### config.mk
export PLATFORM = sky130hd
export DESIGN_NAME = esbi_top
export DESIGN_NICKNAME = d
export VERILOG_FILES = /design/src/include/esbi_pkg.sv /design/src/logic/esbi_top.sv /design/src/logic/esbi_led_pattern.sv
export SDC_FILE = /design/constraint.sdc
export NUM_CORES = 1
export LEC_CHECK = 0
export BUFFER_PORTS_ARGS = -buffer_cell sky130_fd_sc_hd__buf_2
export CORE_MARGIN = 2
export CORE_UTILIZATION = 54
export CTS_BUF_LIST = sky130_fd_sc_hd__clkbuf_4 sky130_fd_sc_hd__clkbuf_8 sky130_fd_sc_hd__clkbuf_16
export DETAILED_ROUTE_END_ITERATION = 10
export PLACE_DENSITY = 0.84
export SETUP_SLACK_MARGIN = 0.05
export SKIP_LAST_GASP = 1
export SLEW_MARGIN = 10
export SYNTH_ARGS = -nofsm -noshare
export SYNTH_HDL_FRONTEND = slang
export SYNTH_SLANG_ARGS = --single-unit
### constraint.sdc
create_clock -name CORE_CLK -period 3.01 [get_ports CORE_CLK]
set_clock_uncertainty 0.05 [all_clocks]
set_input_delay 0.1505 -clock CORE_CLK [delete_from_list [all_inputs] [get_ports CORE_CLK]]
set_output_delay 0.1505 -clock CORE_CLK [all_outputs]
set_load 0.005 [all_outputs]
### src/include/esbi_pkg.sv
package esbi_pkg;

  localparam int CORE_CLK_MHZ = 125;
  // led blink slot length
  localparam int SLOT_TIME_MS = 250;
  localparam int SLOT_CYCLES = SLOT_TIME_MS * 1000 * CORE_CLK_MHZ;
  localparam int SLOT_CNT_W = 32;
  localparam int SLOTS_PER_CODE = 8;

  // config switch bank bit positions
  localparam int SW_RESET_CFG = 0;
  localparam int SW_BRAKE_POL = 1;
  localparam int SW_LOGIC_OUT = 2;
  localparam int SW_RELAY_OUT = 3;
  localparam int SW_INT_STOP = 4;
  localparam int SW_EXT_STOP = 5;
  localparam int SW_UNDER_V = 6;

  // synchronised pin vector layout
  localparam int PIN_W = 19;
  localparam int PIN_SW = 0;
  localparam int PIN_INT_POS = 8;
  localparam int PIN_INT_NEG = 9;
  localparam int PIN_EXT_POS = 10;
  localparam int PIN_EXT_NEG = 11;
  localparam int PIN_RESET = 12;
  localparam int PIN_BRK_A = 13;
  localparam int PIN_BRK_B = 14;
  localparam int PIN_RELAY = 15;
  localparam int PIN_MPWR_LOW = 16;
  localparam int PIN_24V_LOW = 17;
  localparam int PIN_REGEN = 18;

  // register map, byte addresses
  localparam logic [3:0] STATUS_OFS = 4'h0;
  localparam logic [3:0] CTRL_OFS = 4'h4;
  localparam int CTRL_SOFT_STOP = 0;
  localparam logic CTRL_RESET = 1'b0;

  typedef enum logic [1:0] {
    ST_STOPPED,
    ST_WAIT_RESET,
    ST_RUN
  } esbi_state_t;

  typedef enum logic [2:0] {
    LED_OK,
    LED_WAIT,
    LED_MPWR_LOW,
    LED_24V_LOW,
    LED_REGEN,
    LED_ESTOP_OPEN
  } esbi_led_code_t;

  // per-slot masks, slot 0 in bit 0
  localparam logic [7:0] MASK_ALL = 8'hFF;
  localparam logic [7:0] MASK_NONE = 8'h00;
  localparam logic [7:0] MASK_WAIT_G = 8'h0F;
  localparam logic [7:0] MASK_2G = 8'h05;
  localparam logic [7:0] MASK_2R = 8'h50;
  localparam logic [7:0] MASK_1G = 8'h01;
  localparam logic [7:0] MASK_3R = 8'h54;
  localparam logic [7:0] MASK_ALT_G = 8'h55;
  localparam logic [7:0] MASK_ALT_R = 8'hAA;

endpackage

### src/logic/esbi_top.sv
// Functional notes
// - with switch 1 on, power returns only after a reset closure with all enabled loops closed; off, reset is unused.
// - switch 2 on makes a high brake request activate its brake output, off makes a low one do so.
// - switch 3 on makes the logic output follow motor power, off holds it false.
// - switch 4 on opens the relay output while a stop event is active.
// - switch 5 on monitors the internal loop, which must be closed to clear a stop; off ignores it.
// - switch 6 on monitors the external loop, which must be closed to clear a stop; off ignores it.
// - switch 7 on reports under-voltage states, off reports none.
// - the led shows green, 4 green then dark, red, 2 green 2 red, 1 green 3 red or alternating for the board states.
// - the relay control input sets the relay contact state.
`timescale 1ns/100ps
module esbi_top
  import esbi_pkg::*;
#(
  parameter int SLOT_LEN = SLOT_CYCLES
) (
  input wire logic CORE_CLK,
  input wire logic RST_N,
  input wire logic [7:0] CONFIG_SWITCH_BANK,
  input wire logic INTERNAL_STOP_LOOP_POS,
  input wire logic INTERNAL_STOP_LOOP_NEG,
  input wire logic EXTERNAL_STOP_LOOP_POS,
  input wire logic EXTERNAL_STOP_LOOP_NEG,
  input wire logic MOTOR_RESET_CLOSED,
  input wire logic BRAKE_REQUEST_A,
  input wire logic BRAKE_REQUEST_B,
  input wire logic RELAY_CONTROL_IN,
  input wire logic MOTOR_SUPPLY_LOW,
  input wire logic SUPPLY_24V_LOW,
  input wire logic REGEN_LOCKED,
  input wire logic HSEL,
  input wire logic [31:0] HADDR,
  input wire logic [1:0] HTRANS,
  input wire logic HWRITE,
  input wire logic [2:0] HSIZE,
  input wire logic [31:0] HWDATA,
  input wire logic HREADY,
  output logic [31:0] HRDATA,
  output logic HREADYOUT,
  output logic HRESP,
  output logic MOTOR_POWER_EN,
  output logic BRAKE_OUTPUT_A,
  output logic BRAKE_OUTPUT_B,
  output logic MOTOR_POWER_STATE_OUT,
  output logic RELAY_CLOSED,
  output logic LED_GREEN,
  output logic LED_RED
);

  logic [PIN_W-1:0] pins_raw, sync1_q, pin_q;
  logic reset_prev_q;
  logic [1:0] fill_q;
  logic [7:0] sw;
  logic int_closed, ext_closed, loops_ok, rst_rise, estop_active;
  logic mpwr_low_rep, low24_rep;
  esbi_state_t state_q, state_d;
  esbi_led_code_t led_code_q, led_code_d;
  logic pwr_q, pwr_d, brk_a_q, brk_a_d, brk_b_q, brk_b_d;
  logic logic_out_q, logic_out_d, relay_q, relay_d;
  logic soft_stop_q, soft_stop_d;
  logic acc_q, acc_d, wr_q, wr_d;
  logic [3:0] addr_q, addr_d;
  logic [31:0] rdata_q, rdata_d;

  assign pins_raw = {REGEN_LOCKED, SUPPLY_24V_LOW, MOTOR_SUPPLY_LOW,
                     RELAY_CONTROL_IN, BRAKE_REQUEST_B, BRAKE_REQUEST_A,
                     MOTOR_RESET_CLOSED, EXTERNAL_STOP_LOOP_NEG,
                     EXTERNAL_STOP_LOOP_POS, INTERNAL_STOP_LOOP_NEG,
                     INTERNAL_STOP_LOOP_POS, CONFIG_SWITCH_BANK};

  // every pin crosses two flops before use
  always_ff @(posedge CORE_CLK) begin
    if (!RST_N) begin
      sync1_q <= '0;
      pin_q <= '0;
      reset_prev_q <= 1'b0;
      fill_q <= 2'h0;
    end else begin
      sync1_q <= pins_raw;
      pin_q <= sync1_q;
      reset_prev_q <= pin_q[PIN_RESET];
      fill_q <= {fill_q[0], 1'b1};
    end
  end

  // sw[7] only reaches the status register: switch 8 is ignored
  assign sw = pin_q[PIN_SW +: 8];
  assign int_closed = pin_q[PIN_INT_POS] & ~pin_q[PIN_INT_NEG];
  assign ext_closed = pin_q[PIN_EXT_POS] & ~pin_q[PIN_EXT_NEG];
  // flushing synchroniser reads as all switches off: hold the stop
  assign loops_ok = (~sw[SW_INT_STOP] | int_closed)
                  & (~sw[SW_EXT_STOP] | ext_closed)
                  & ~soft_stop_q
                  & fill_q[1];
  // closure edge only; a held-closed reset cannot re-arm power
  assign rst_rise = pin_q[PIN_RESET] & ~reset_prev_q;
  assign mpwr_low_rep = sw[SW_UNDER_V] & pin_q[PIN_MPWR_LOW];
  assign low24_rep = sw[SW_UNDER_V] & pin_q[PIN_24V_LOW];
  assign estop_active = (state_q != ST_RUN);

  always_comb begin
    state_d = state_q;
    unique case (state_q)
      ST_STOPPED: begin
        if (loops_ok) begin
          state_d = sw[SW_RESET_CFG] ? ST_WAIT_RESET : ST_RUN;
        end
      end
      ST_WAIT_RESET: begin
        if (!loops_ok) begin
          state_d = ST_STOPPED;
        end else if (rst_rise || !sw[SW_RESET_CFG]) begin
          state_d = ST_RUN;
        end
      end
      ST_RUN: begin
        if (!loops_ok) begin
          state_d = ST_STOPPED;
        end
      end
      default: state_d = ST_STOPPED;
    endcase
    pwr_d = (state_q == ST_RUN);
    brk_a_d = sw[SW_BRAKE_POL] ? pin_q[PIN_BRK_A] : ~pin_q[PIN_BRK_A];
    brk_b_d = sw[SW_BRAKE_POL] ? pin_q[PIN_BRK_B] : ~pin_q[PIN_BRK_B];
    logic_out_d = sw[SW_LOGIC_OUT] & (state_q == ST_RUN);
    relay_d = pin_q[PIN_RELAY]
            & ~(sw[SW_RELAY_OUT] & estop_active);
    // stop states outrank supply faults on the led
    if (state_q == ST_STOPPED) begin
      led_code_d = LED_ESTOP_OPEN;
    end else if (state_q == ST_WAIT_RESET) begin
      led_code_d = LED_WAIT;
    end else if (pin_q[PIN_REGEN]) begin
      led_code_d = LED_REGEN;
    end else if (low24_rep) begin
      led_code_d = LED_24V_LOW;
    end else if (mpwr_low_rep) begin
      led_code_d = LED_MPWR_LOW;
    end else begin
      led_code_d = LED_OK;
    end
  end

  always_ff @(posedge CORE_CLK) begin
    if (!RST_N) begin
      state_q <= ST_STOPPED;
      led_code_q <= LED_ESTOP_OPEN;
      pwr_q <= 1'b0;
      brk_a_q <= 1'b0;
      brk_b_q <= 1'b0;
      logic_out_q <= 1'b0;
      relay_q <= 1'b0;
    end else begin
      state_q <= state_d;
      led_code_q <= led_code_d;
      pwr_q <= pwr_d;
      brk_a_q <= brk_a_d;
      brk_b_q <= brk_b_d;
      logic_out_q <= logic_out_d;
      relay_q <= relay_d;
    end
  end

  // zero wait state slave; read data staged in the address phase
  always_comb begin
    acc_d = HSEL & HTRANS[1] & HREADY;
    wr_d = acc_d ? HWRITE : wr_q;
    addr_d = acc_d ? HADDR[3:0] : addr_q;
    soft_stop_d = soft_stop_q;
    if (acc_q && wr_q && addr_q == CTRL_OFS) begin
      soft_stop_d = HWDATA[CTRL_SOFT_STOP];
    end
    rdata_d = 32'h0000_0000;
    if (acc_d && !HWRITE) begin
      unique case (HADDR[3:0])
        STATUS_OFS: rdata_d = {16'h0000, sw, pin_q[PIN_REGEN], low24_rep,
                               mpwr_low_rep, estop_active, ext_closed,
                               int_closed, state_q};
        CTRL_OFS: rdata_d = {31'h0000_0000, soft_stop_d};
        default: rdata_d = 32'h0000_0000;
      endcase
    end
  end

  always_ff @(posedge CORE_CLK) begin
    if (!RST_N) begin
      acc_q <= 1'b0;
      wr_q <= 1'b0;
      addr_q <= 4'h0;
      soft_stop_q <= CTRL_RESET;
      rdata_q <= 32'h0000_0000;
    end else begin
      acc_q <= acc_d;
      wr_q <= wr_d;
      addr_q <= addr_d;
      soft_stop_q <= soft_stop_d;
      rdata_q <= rdata_d;
    end
  end

  esbi_led_pattern #(
    .SLOT_LEN(SLOT_LEN)
  ) u_led (
    .clk(CORE_CLK),
    .rst_n(RST_N),
    .code(led_code_q),
    .led_green(LED_GREEN),
    .led_red(LED_RED)
  );

  assign HRDATA = rdata_q;
  assign HREADYOUT = 1'b1;
  assign HRESP = 1'b0;
  assign MOTOR_POWER_EN = pwr_q;
  assign BRAKE_OUTPUT_A = brk_a_q;
  assign BRAKE_OUTPUT_B = brk_b_q;
  assign MOTOR_POWER_STATE_OUT = logic_out_q;
  assign RELAY_CLOSED = relay_q;
endmodule

### src/logic/esbi_led_pattern.sv
`timescale 1ns/100ps
module esbi_led_pattern
  import esbi_pkg::*;
#(
  parameter int SLOT_LEN = SLOT_CYCLES
) (
  input wire logic clk,
  input wire logic rst_n,
  input wire esbi_led_code_t code,
  output logic led_green,
  output logic led_red
);

  logic [SLOT_CNT_W-1:0] cnt_q, cnt_d;
  logic [2:0] slot_q, slot_d;
  esbi_led_code_t last_q;
  logic green_q, green_d, red_q, red_d;
  logic [7:0] gmask, rmask;

  always_comb begin
    gmask = MASK_NONE;
    rmask = MASK_NONE;
    unique case (code)
      LED_OK: gmask = MASK_ALL;
      LED_WAIT: gmask = MASK_WAIT_G;
      LED_MPWR_LOW: rmask = MASK_ALL;
      LED_24V_LOW: begin
        gmask = MASK_2G;
        rmask = MASK_2R;
      end
      LED_REGEN: begin
        gmask = MASK_1G;
        rmask = MASK_3R;
      end
      LED_ESTOP_OPEN: begin
        gmask = MASK_ALT_G;
        rmask = MASK_ALT_R;
      end
      default: gmask = MASK_NONE;
    endcase
    // restart the sequence on a new code so blinks count cleanly
    if (code != last_q) begin
      cnt_d = '0;
      slot_d = '0;
    end else if (cnt_q == SLOT_CNT_W'(SLOT_LEN - 1)) begin
      cnt_d = '0;
      slot_d = slot_q + 3'h1;
    end else begin
      cnt_d = cnt_q + SLOT_CNT_W'(1);
      slot_d = slot_q;
    end
    green_d = gmask[slot_d];
    red_d = rmask[slot_d];
  end

  always_ff @(posedge clk) begin
    if (!rst_n) begin
      cnt_q <= '0;
      slot_q <= '0;
      last_q <= LED_OK;
      green_q <= 1'b0;
      red_q <= 1'b0;
    end else begin
      cnt_q <= cnt_d;
      slot_q <= slot_d;
      last_q <= code;
      green_q <= green_d;
      red_q <= red_d;
    end
  end

  assign led_green = green_q;
  assign led_red = red_q;

endmodule

==> flow_summary.ini, run 1 <==
[outcome]
status = finished clean

[floorplanning]
die_area_um2 = 8590
fp.dieW_um = 92.7
dieHeight_um = 92.7
core.rowCount = 32
io_pins = 134
start_util = 0.552
core_area_um2 = 7690

[route]
ant_nets = 0
drt-initial-drc-count = 123
vias_per_cell = 5.12
firstDrtPassIters = 4
vias = 3290
wire_per_inst_um = 14.7
drt-total-wl_um = 9450
drc = 0

[cts]
ctsHoldBuffers = 25
cts_root_buf = clkbuf_8
cts.sinks = 114
path_clk_slew_ns = 0.06
postCtsSetupRepairBufs = 0
clkLatencyLatePin_ns = 0.52
cts_buffer_depth = 2
cts_made_buffers = 17
h-tree-depth = 4
postCtsResizedCells = 0
cts_tree = yes

[layout]
diodes = 0
syn_to_final_growth_pct = 27.0
drive_above_1_share = 0.170
mostFrequentLayoutCell = dfxtp_1
final_cell_mix = dfxtp_1 (114), nor2_1 (60), and2_1 (53), buf_2 (52), dlygate4sd3_1 (25)
fin_util = 0.701
nNetsFinal = 622
fin_cells = 642

[placed_design]
dp_cells = 585
hpwl_um = 5040
place_ws_ns = 0.782
port_buffers = 52
routabilityCongestion = 0.840

[critical_path]
worstSetupPathType = reg -> reg
endpoint_kind = flop
cp.arrival_ns = 2.59
slowest_stage = dfxtp_1
critPathMaxFanout = 5
critPathRequiredTime_ns = 3.36
cp-start-kind = flop
path_cells = ha_1, nand3_1, nor3_1, nand4_1, xor2_1, o21ai_0, a221o_1
cp_slowest_stage_delay_ns = 0.37

[run]
maxCapViolCount = 0

[yosys]
synthArstFlopShare = 0
synth_top_area_share = 0.538
yosysSeqAreaShare = 0.538
yosys_warnings = 0
synthTopCellsByArea = dfxtp_1 (54%), and2_1 (7.8%), nor2_1 (5.3%)
synth_seq_cells = 114
synth.largest_area_cell = dfxtp_1
synthesis.area_um2 = 4250
syn-instance-count = 440
synth_edf_count = 0
synth_cell_types = 44
ys.flop_type = dfxtp_1
synth_area_per_cell_um2 = 9.65

[sta]
slew_violations = 0
hold_violations = 0
period_share = 0.743
worst_slew_pin_slew_ns = 0.661
clock.fmax_mhz = 447
rsz0062_at_grt = no
setup_viol = 0
setup-tns-final_ns = 0
maxSlewHeadroom = 0.558
finalWorstSetupSlack_ns = 0.773
min_period_ns = 2.24

[power]
power.leakage_nw = 2.24
power_density_nw_per_um2 = 687
worst_ir_drop_vdd_uv = 642

[grt]
grt_max_degree = 54
track_usage = 0.228
grt_pass1_wl_um = 14900
grt_overflow = 0
antenna_found_initial = 0
grt_pass1_vias = 3222

[worst_hold_path]
hold_path.class = in -> reg
==> cells in the mapped netlist (2+ instances only) <==
master,instances
a21oi_1,7
a31oi_1,3
and2_1,53
and3_1,9
buf_1,2
buf_4,18
clkbuf_1,9
conb_1,2
dfxtp_1,114
ha_1,2
inv_1,10
mux2i_1,10
nand2_1,21
nand2b_1,2
nand3_1,20
nand3b_1,3
nand4_1,8
nand4b_1,3
nor2_1,60
nor2b_1,2
nor3_1,8
nor4_1,2
nor4b_1,5
o21a_1,2
o21ai_0,7
o21ai_1,2
or3_1,7
or4_1,2
or4b_1,2
xnor2_1,18
xor2_1,14
==> final timing paths <==
path	start	end	slack [ns]	cells after the start
worst max-delay path	u_led.cnt_q[0]$_SDFF_PP0_	u_led.led_red$_SDFF_PN0_	0.77	7
worst min-delay path	RST_N	BRAKE_OUTPUT_A$_SDFF_PN0_	0.03	3
worst max register to register	u_led.cnt_q[0]$_SDFF_PP0_	u_led.led_red$_SDFF_PN0_	0.77	7
worst min register to register	sync1_q[14]$_SDFF_PN0_	pin_q[14]$_SDFF_PN0_	0.38	1
==> critical path: cells and delay by family, from the launching register on <==
family | cells | cell delay, ns
compound gates | 2 | 0.45
xor+xnor | 1 | 0.27
fa+ha+maj | 1 | 0.21
flops | 1 | 0.37
simple gates | 3 | 0.77
==> state kept, by name, indices dropped and copies added (netlist names), 2 cells and up <==
signal and count:
HRDATA 16, addr_q 4, fill_q 2, led_code_q 3
pin_q 19, state_q 2, sync1_q 19, u_led.cnt_q 32
u_led.last_q 3, u_led.slot_q 3
==> cell families (layout without fill, tap and decap cells) <==
family	count (synthesis)	after routing	synth area share
xor+xnor	32	32	0.0660
compound gates	27	27	0.0386
buf+inv	39	123	0.0504
mux	10	10	0.0236
fa+ha+maj	2	2	0.00589
flops	114	114	0.538
simple gates	214	214	0.276
other cells	2	18	0.00177
==> per-layer routing <==
metal  vias up  wire, um  global-route usage
li1       1618         -                   -
met1      1555      3760               0.239
met5         -         0                   0
met3        20       459              0.0627
met2        97      4990               0.411
met4         0       245               0.127
==> through the flow <==
stage,hold WS (ns),total power [W],area [um2]
2_1_floorplan,0.128,0.00167,4310
5_1_grt,0.0692,0.00380,5390
3_5_place_dp,0.309,0.00169,4550
6_report,0.0344,0.00371,5390
4_1_cts,0.0207,0.00369,5390
3_3_place_gp,0.305,0.00168,4550
==> cell type report <==
cell class | instances | area, um2
sequential | 114 | 2280
fill | 538 | 2290
clock inverter | 14 | 168
tap | 102 | 128
inverter | 10 | 37.5
multi-input combinational | 303 | 1810
clock buffer | 18 | 428
timing repair buffer | 81 | 541
==> where the power goes <==
group | total [W] | leakage [nW] | switching (W) | internal, W
registers | 0.00156 | 0.930 | 0.0000178 | 0.00155
logic | 0.000128 | 1.02 | 0.0000625 | 0.0000651
clock network | 0.00201 | 0.293 | 0.000789 | 0.00123
total | 0.00371 | 2.24 | 0.000870 | 0.00284
Note: power is estimated with default switching activity, not from simulation.
==> inputs of run 2 (changes only) <==
--- a/config.mk
+++ b/config.mk
@@ -7,10 +7,10 @@
 export LEC_CHECK = 0
 export BUFFER_PORTS_ARGS = -buffer_cell sky130_fd_sc_hd__buf_2
 export CORE_MARGIN = 2
-export CORE_UTILIZATION = 54
+export CORE_UTILIZATION = 50
 export CTS_BUF_LIST = sky130_fd_sc_hd__clkbuf_4 sky130_fd_sc_hd__clkbuf_8 sky130_fd_sc_hd__clkbuf_16
 export DETAILED_ROUTE_END_ITERATION = 10
-export PLACE_DENSITY = 0.84
+export PLACE_DENSITY = 0.79
 export SETUP_SLACK_MARGIN = 0.05
 export SKIP_LAST_GASP = 1
 export SLEW_MARGIN = 10
==> constraint.sdc (replaced) <==
create_clock -name CORE_CLK -period 2.1 [get_ports CORE_CLK]
set_clock_uncertainty 0.05 [all_clocks]
set_input_delay 0.105 -clock CORE_CLK [delete_from_list [all_inputs] [get_ports CORE_CLK]]
set_output_delay 0.105 -clock CORE_CLK [all_outputs]
set_load 0.005 [all_outputs]
==> run 2 against run 1 <==
Net effect: routed wire length is 0.32% lower; die area grew 7.7%; critical path depth is 1 lower; clock power rose by 40%; critical endpoint unchanged.
==> flow_summary.ini, run 2 (synthesis results as in run 1) <==
[outcome]
status = finished clean

[floorplanning]
dieHeight_um = 96.1
io_pins = 134
core_area_um2 = 8220
die_area_um2 = 9240
core.rowCount = 33
fp.dieW_um = 96.1
start_util = 0.517

[critical_path]
worstSetupPathType = reg -> reg
cp_slowest_stage_delay_ns = 0.51
path_cells = or4b_4, nor4_4, nand3_2, xor2_2, o21a_1, a221o_1
cp-start-kind = flop
endpoint_kind = flop
cp.arrival_ns = 2.41
slowest_stage = or4b_4
critPathMaxFanout = 5
critPathRequiredTime_ns = 2.44

[layout]
syn_to_final_growth_pct = 33.6
fin_cells = 665
regMostFlops = u_led.cnt_q
drive_above_1_share = 0.220
multiInputGateArea_um2 = 1900
seq_area_um2 = 2290
mostFrequentLayoutCell = dfxtp_1
largest_reg_flops = 32
fin_util = 0.690
design_area_um2 = 5670
nNetsFinal = 643
final_cell_mix = dfxtp_1 (110), nor2_1 (60), and2_1 (53), buf_2 (52), dlygate4sd3_1 (31)
diodes = 0
n_fill_cell = 582
reg_top3 = u_led.cnt_q x32, pin_q x19, sync1_q x19

[grt]
track_usage = 0.216
grt_pass1_wl_um = 15000
grt_pass1_vias = 3364
antenna_found_initial = 0
grt_max_degree = 51
grt_overflow = 0

[route]
ant_nets = 0
drt-total-wl_um = 9420
vias_per_cell = 5.06
drc = 0
drt-initial-drc-count = 115
vias = 3368
wire_per_inst_um = 14.2
firstDrtPassIters = 4

[cts]
path_clk_slew_ns = 0.06
clkLatencyLatePin_ns = 0.51
cts_buffer_depth = 2
cts_made_buffers = 17
cts_root_buf = clkbuf_8
cts.sinks = 114
h-tree-depth = 4
cts_tree = yes

[placed_design]
dpl_cell_area_um2 = 4670
hpwl_um = 5480
place_ws_ns = -0.0120
port_buffers = 52
dp_cells = 602
routabilityCongestion = 0.904

[sta]
hold_violations = 0
clock.fmax_mhz = 483
min_period_ns = 2.07
setup_viol = 0
period_share = 0.987
hold_ws_ns = 0.0829
rsz0062_at_grt = yes
slew_violations = 0
finalWorstSetupSlack_ns = 0.0278

[power]
p_comb_frac = 0.036
worst_ir_drop_vdd_uv = 589
p_sw_w = 0.00111
power.leakage_nw = 2.38
seq_power_share = 0.427
p_clk_frac = 0.537
p_sw_frac = 0.212
power_density_nw_per_um2 = 924
p_int_w = 0.00413

[run]
maxCapViolCount = 0

[worst_hold_path]
hold_path.class = in -> reg
[run 2: path summary, 6_finish.rpt]
path	slack, ns	cells past startpoint	startpoint	to
min reg2reg	0.38	1	sync1_q[14]$_SDFF_PN0_	pin_q[14]$_SDFF_PN0_
min	0.08	3	HTRANS[1]	acc_q$_SDFF_PN0_
max reg2reg	0.03	6	u_led.cnt_q[30]$_SDFF_PP0_	u_led.led_red$_SDFF_PN0_
max	0.03	6	u_led.cnt_q[30]$_SDFF_PP0_	u_led.led_red$_SDFF_PN0_
[run 2: final cells by class]
type | count | area share
inverter | 10 | 0.00662
sequential | 114 | 0.403
timing repair buffer | 102 | 0.128
clock inverter | 13 | 0.0287
multi-input combinational | 303 | 0.336
clock buffer | 18 | 0.0744
tap | 105 | 0.0232
[run 2: what timing repair did]
action,in CTS,in global routing
hold buffers,31,0
endpoints found under the setup margin,2,7
gates resized for setup,11,10
pin swaps,6,4
hold endpoints to repair,35,0
buffers inserted,0,1
[run 2: power groups by stage]
| stage | sequential [W] | clock (W) | combinational (W) |
|---|---|---|---|
| final | 0.00224 | 0.00281 | 0.000187 |
| after global routing | 0.00224 | 0.00294 | 0.000209 |
| after CTS | 0.00224 | 0.00283 | 0.000181 |
| after detailed placement | 0.00228 | 0 | 0.000140 |
| after global placement | 0.00228 | 0 | 0.000137 |
| after floorplan | 0.00228 | 0 | 0.000112 |
[run 2: metrics by stage]
stage / power, W / setup TNS, ns
2_1_floorplan: 0.00239 / 0
3_3_place_gp: 0.00242 / -0.0181
3_5_place_dp: 0.00242 / -0.0130
4_1_cts: 0.00525 / 0
5_1_grt: 0.00539 / -0.0658
6_report: 0.00524 / 0
[run 2: per-layer routing]
layer | track usage | share of wire | vias up
li1 | - | - | 1654
met1 | 0.222 | 0.40 | 1596
met2 | 0.400 | 0.54 | 103
met3 | 0.0634 | 0.046 | 15
met4 | 0.0964 | 0.014 | 0
met5 | 0 | 0 | -
[run 2: critical path, delay by kind of cell, from the launching register on]
kind | cells | cell delay (ns)
DFF | 1 | 0.35
AOI/OAI and AO/OA | 2 | 0.46
and+or+nand+nor | 3 | 0.92
xor gates and xnor gates | 1 | 0.17
==> inputs of run 3 (changes only) <==
--- a/config.mk
+++ b/config.mk
@@ -5,9 +5,10 @@
 export SDC_FILE = /design/constraint.sdc
 export NUM_CORES = 1
 export LEC_CHECK = 0
+export ABC_AREA = 1
 export BUFFER_PORTS_ARGS = -buffer_cell sky130_fd_sc_hd__buf_2
 export CORE_MARGIN = 2
-export CORE_UTILIZATION = 50
+export CORE_UTILIZATION = 51
 export CTS_BUF_LIST = sky130_fd_sc_hd__clkbuf_4 sky130_fd_sc_hd__clkbuf_8 sky130_fd_sc_hd__clkbuf_16
 export DETAILED_ROUTE_END_ITERATION = 10
 export PLACE_DENSITY = 0.79
==> run 3 against run 2 <==
Net effect: worst setup slack improved by 0.12 ns; combinational power increased by 15%; count of clock-buffer cells in the layout decreased by 1; routed wire length increased by 9.8%; non-clock buffer count decreased by 18; sequential share of layout area decreased by 0.54 points; first-iteration DRC count increased by 24%; via count increased by 16%; largest cell class unchanged.
==> flow_summary.ini, run 3 <==
[grt]
antenna_found_initial = 0
grt-busiest-layer = met2
grt_pass1_wl_um = 17500
grt_max_degree = 54
grt_pass1_vias = 3961
track_usage = 0.227
met2_usage = 0.404
grtUsageMet3 = 0.0795
grtUsageMet1 = 0.243
grt_overflow = 0

[yosys]
synthTopCellsByArea = dfxtp_1 (50%), nand2_1 (9.4%), inv_1 (8.8%)
synth.largest_area_cell = dfxtp_1
synth_cell_types = 40
synthesis.area_um2 = 4530
synthArstFlopShare = 0
synth_top_area_share = 0.504
yosys_warnings = 0
synth_area_per_cell_um2 = 7.73
synth_top_cells_by_count = dfxtp_1 (114), nand2_1 (114), inv_1 (106), nor2_1 (65), nor3_1 (24)
yosysSeqAreaShare = 0.504
ys.flop_type = dfxtp_1
syn-instance-count = 586
synth_edf_count = 0
synth_seq_cells = 114

[layout]
diodes = 0
syn_to_final_growth_pct = 26.6
mostFrequentLayoutCell = dfxtp_1
regMostFlops = u_led.cnt_q
drive_above_1_share = 0.173
final_cell_mix = dfxtp_1 (114), nand2_1 (113), inv_1 (106), nor2_1 (64), buf_2 (52)
nNetsFinal = 770
largest_reg_flops = 32
reg_top3 = u_led.cnt_q x32, pin_q x19, sync1_q x19

[worst_hold_path]
min_from = HTRANS[1]
holdPathStages = 3
hold_end = acc_q$_SDFF_PN0_
hold_path.class = in -> reg

[cts]
cts_tree = yes
cts_buffer_depth = 2
h-tree-depth = 4
cts_root_buf = clkbuf_8
cts.sinks = 114
path_clk_slew_ns = 0.06
cts_made_buffers = 17
clkLatencyLatePin_ns = 0.51

[floorplanning]
core.rowCount = 34
io_pins = 134
dieHeight_um = 98.3
start_util = 0.522
core_area_um2 = 8680
fp.dieW_um = 98.3
die_area_um2 = 9660

[critical_path]
r2r_end = HRDATA[0]$_SDFF_PN0_
cp_slowest_stage_delay_ns = 0.61
path_cells = dlygate4sd3_1, buf_2, nor3_1, dlygate4sd3_1, o2111ai_1, dlygate4sd3_1, inv_1
cp-start-kind = input pin
r2r_slack_ns = 0.15
worstSetupPathType = in -> reg
critPathMaxFanout = 2
cpMostUsedCell = dlygate4sd3_1
cp.arrival_ns = 2.36
endpoint_kind = flop
slowest_stage = dlygate4sd3_1
r2r_start = addr_q[0]$_SDFFE_PN0P_
critPathRequiredTime_ns = 2.50
reg2reg_depth = 7

[sta]
period_share = 0.931
min_period_ns = 1.95
maxSlewHeadroom = 0.537
hold_violations = 0
setup-tns-final_ns = 0
worst_slew_pin_slew_ns = 0.692
clock.fmax_mhz = 512
rsz0062_at_grt = yes
hold_ws_ns = 0.0766
setup_viol = 0
slew_violations = 0

[route]
ant_nets = 0
drc = 0
vias_per_cell = 4.89
drt-initial-drc-count = 143
firstDrtPassIters = 4
vias = 3894
drt-total-wl_um = 10300
wire_per_inst_um = 13.0

[placed_design]
hpwl_um = 5960
routabilityCongestion = 0.839
port_buffers = 52

[power]
worst_ir_drop_vdd_uv = 795
power.leakage_nw = 2.71
power_density_nw_per_um2 = 932

[run]
maxCapViolCount = 0

[outcome]
status = finished clean
-- run 3: repair_timing --
item,CTS,global route
gates resized for setup,0,5
hold endpoints to repair,30,0
hold buffers,28,0
endpoints found under the setup margin,0,6
setup buffers,0,0
-- run 3: critical path, delay by kind of cell --
kind            cells  cell delay (ns)
compound gates      1             0.10
buf+inv             5             1.92
simple gates        1             0.24
-- run 3: metal layers --
layer | vias up | wire, um
li1 | 1963 | -
met3 | 28 | 451
met1 | 1809 | 4160
met2 | 94 | 5460
met4 | 0 | 284
met5 | - | 0
-- run 3: metrics by stage --
| step | power [W] | instances | worst slack [ns] | area (um2) | utilization |
|---|---|---|---|---|---|
| after CTS | 0.00536 | 796 | 0.161 | 5710 | 0.658 |
| after global placement | 0.00243 | 736 | 0.294 | 4830 | 0.557 |
| after global routing | 0.00551 | 796 | 0.0342 | 5740 | 0.661 |
| final | 0.00535 | 796 | 0.145 | 5740 | 0.661 |
| after floorplan | 0.00241 | 602 | 0.483 | 4590 | - |
| after detailed placement | 0.00244 | 736 | 0.221 | 4830 | 0.557 |
-- run 3: worst max path at each step --
stage | start | end | slack [ns] | cells after the start
6_report | HADDR[0] | HRDATA[0]$_SDFF_PN0_ | 0.15 | 7
5_1_grt | u_led.cnt_q[0]$_SDFF_PP0_ | u_led.led_green$_SDFF_PN0_ | 0.03 | 12
4_1_cts | addr_q[2]$_SDFFE_PN0P_ | HRDATA[0]$_SDFF_PN0_ | 0.16 | 8
3_5_place_dp | u_led.cnt_q[0]$_SDFF_PP0_ | u_led.led_green$_SDFF_PN0_ | 0.22 | 12
3_3_place_gp | u_led.cnt_q[0]$_SDFF_PP0_ | u_led.cnt_q[30]$_SDFF_PP0_ | 0.29 | 10
2_1_floorplan | u_led.cnt_q[0]$_SDFF_PP0_ | u_led.cnt_q[30]$_SDFF_PP0_ | 0.48 | 10
-- run 3: area by class of cell --
cell class                      count  area (um2)
Fill cell                         653        2940
Inverter                          111         418
Sequential cell                   114        2280
Clock inverter                     15         185
Multi-Input combinational cell    347        1730
Tap cell                          108         135
Timing Repair Buffer               84         571
Clock buffer                       17         414
-- run 3: cells by family (layout without fill, tap and decap cells) --
| logic type | after synthesis | after routing | share of synthesized area |
|---|---|---|---|
| AO/OA/AOI/OAI | 49 | 49 | 0.0588 |
| XOR/XNOR | 12 | 12 | 0.0232 |
| adder cells (fa/ha/maj) | 2 | 2 | 0.00552 |
| buffers and inverters | 141 | 227 | 0.133 |
| flip-flops | 114 | 114 | 0.504 |
| other | 2 | 18 | 0.00166 |
| AND/OR/NAND/NOR | 266 | 266 | 0.274 |
-- run 3: report_power, final --
group          total, W  switching [W]  internal (W)
Clock           0.00289        0.00115       0.00175
Combinational  0.000215       0.000120     0.0000942
Sequential      0.00224      0.0000219       0.00222
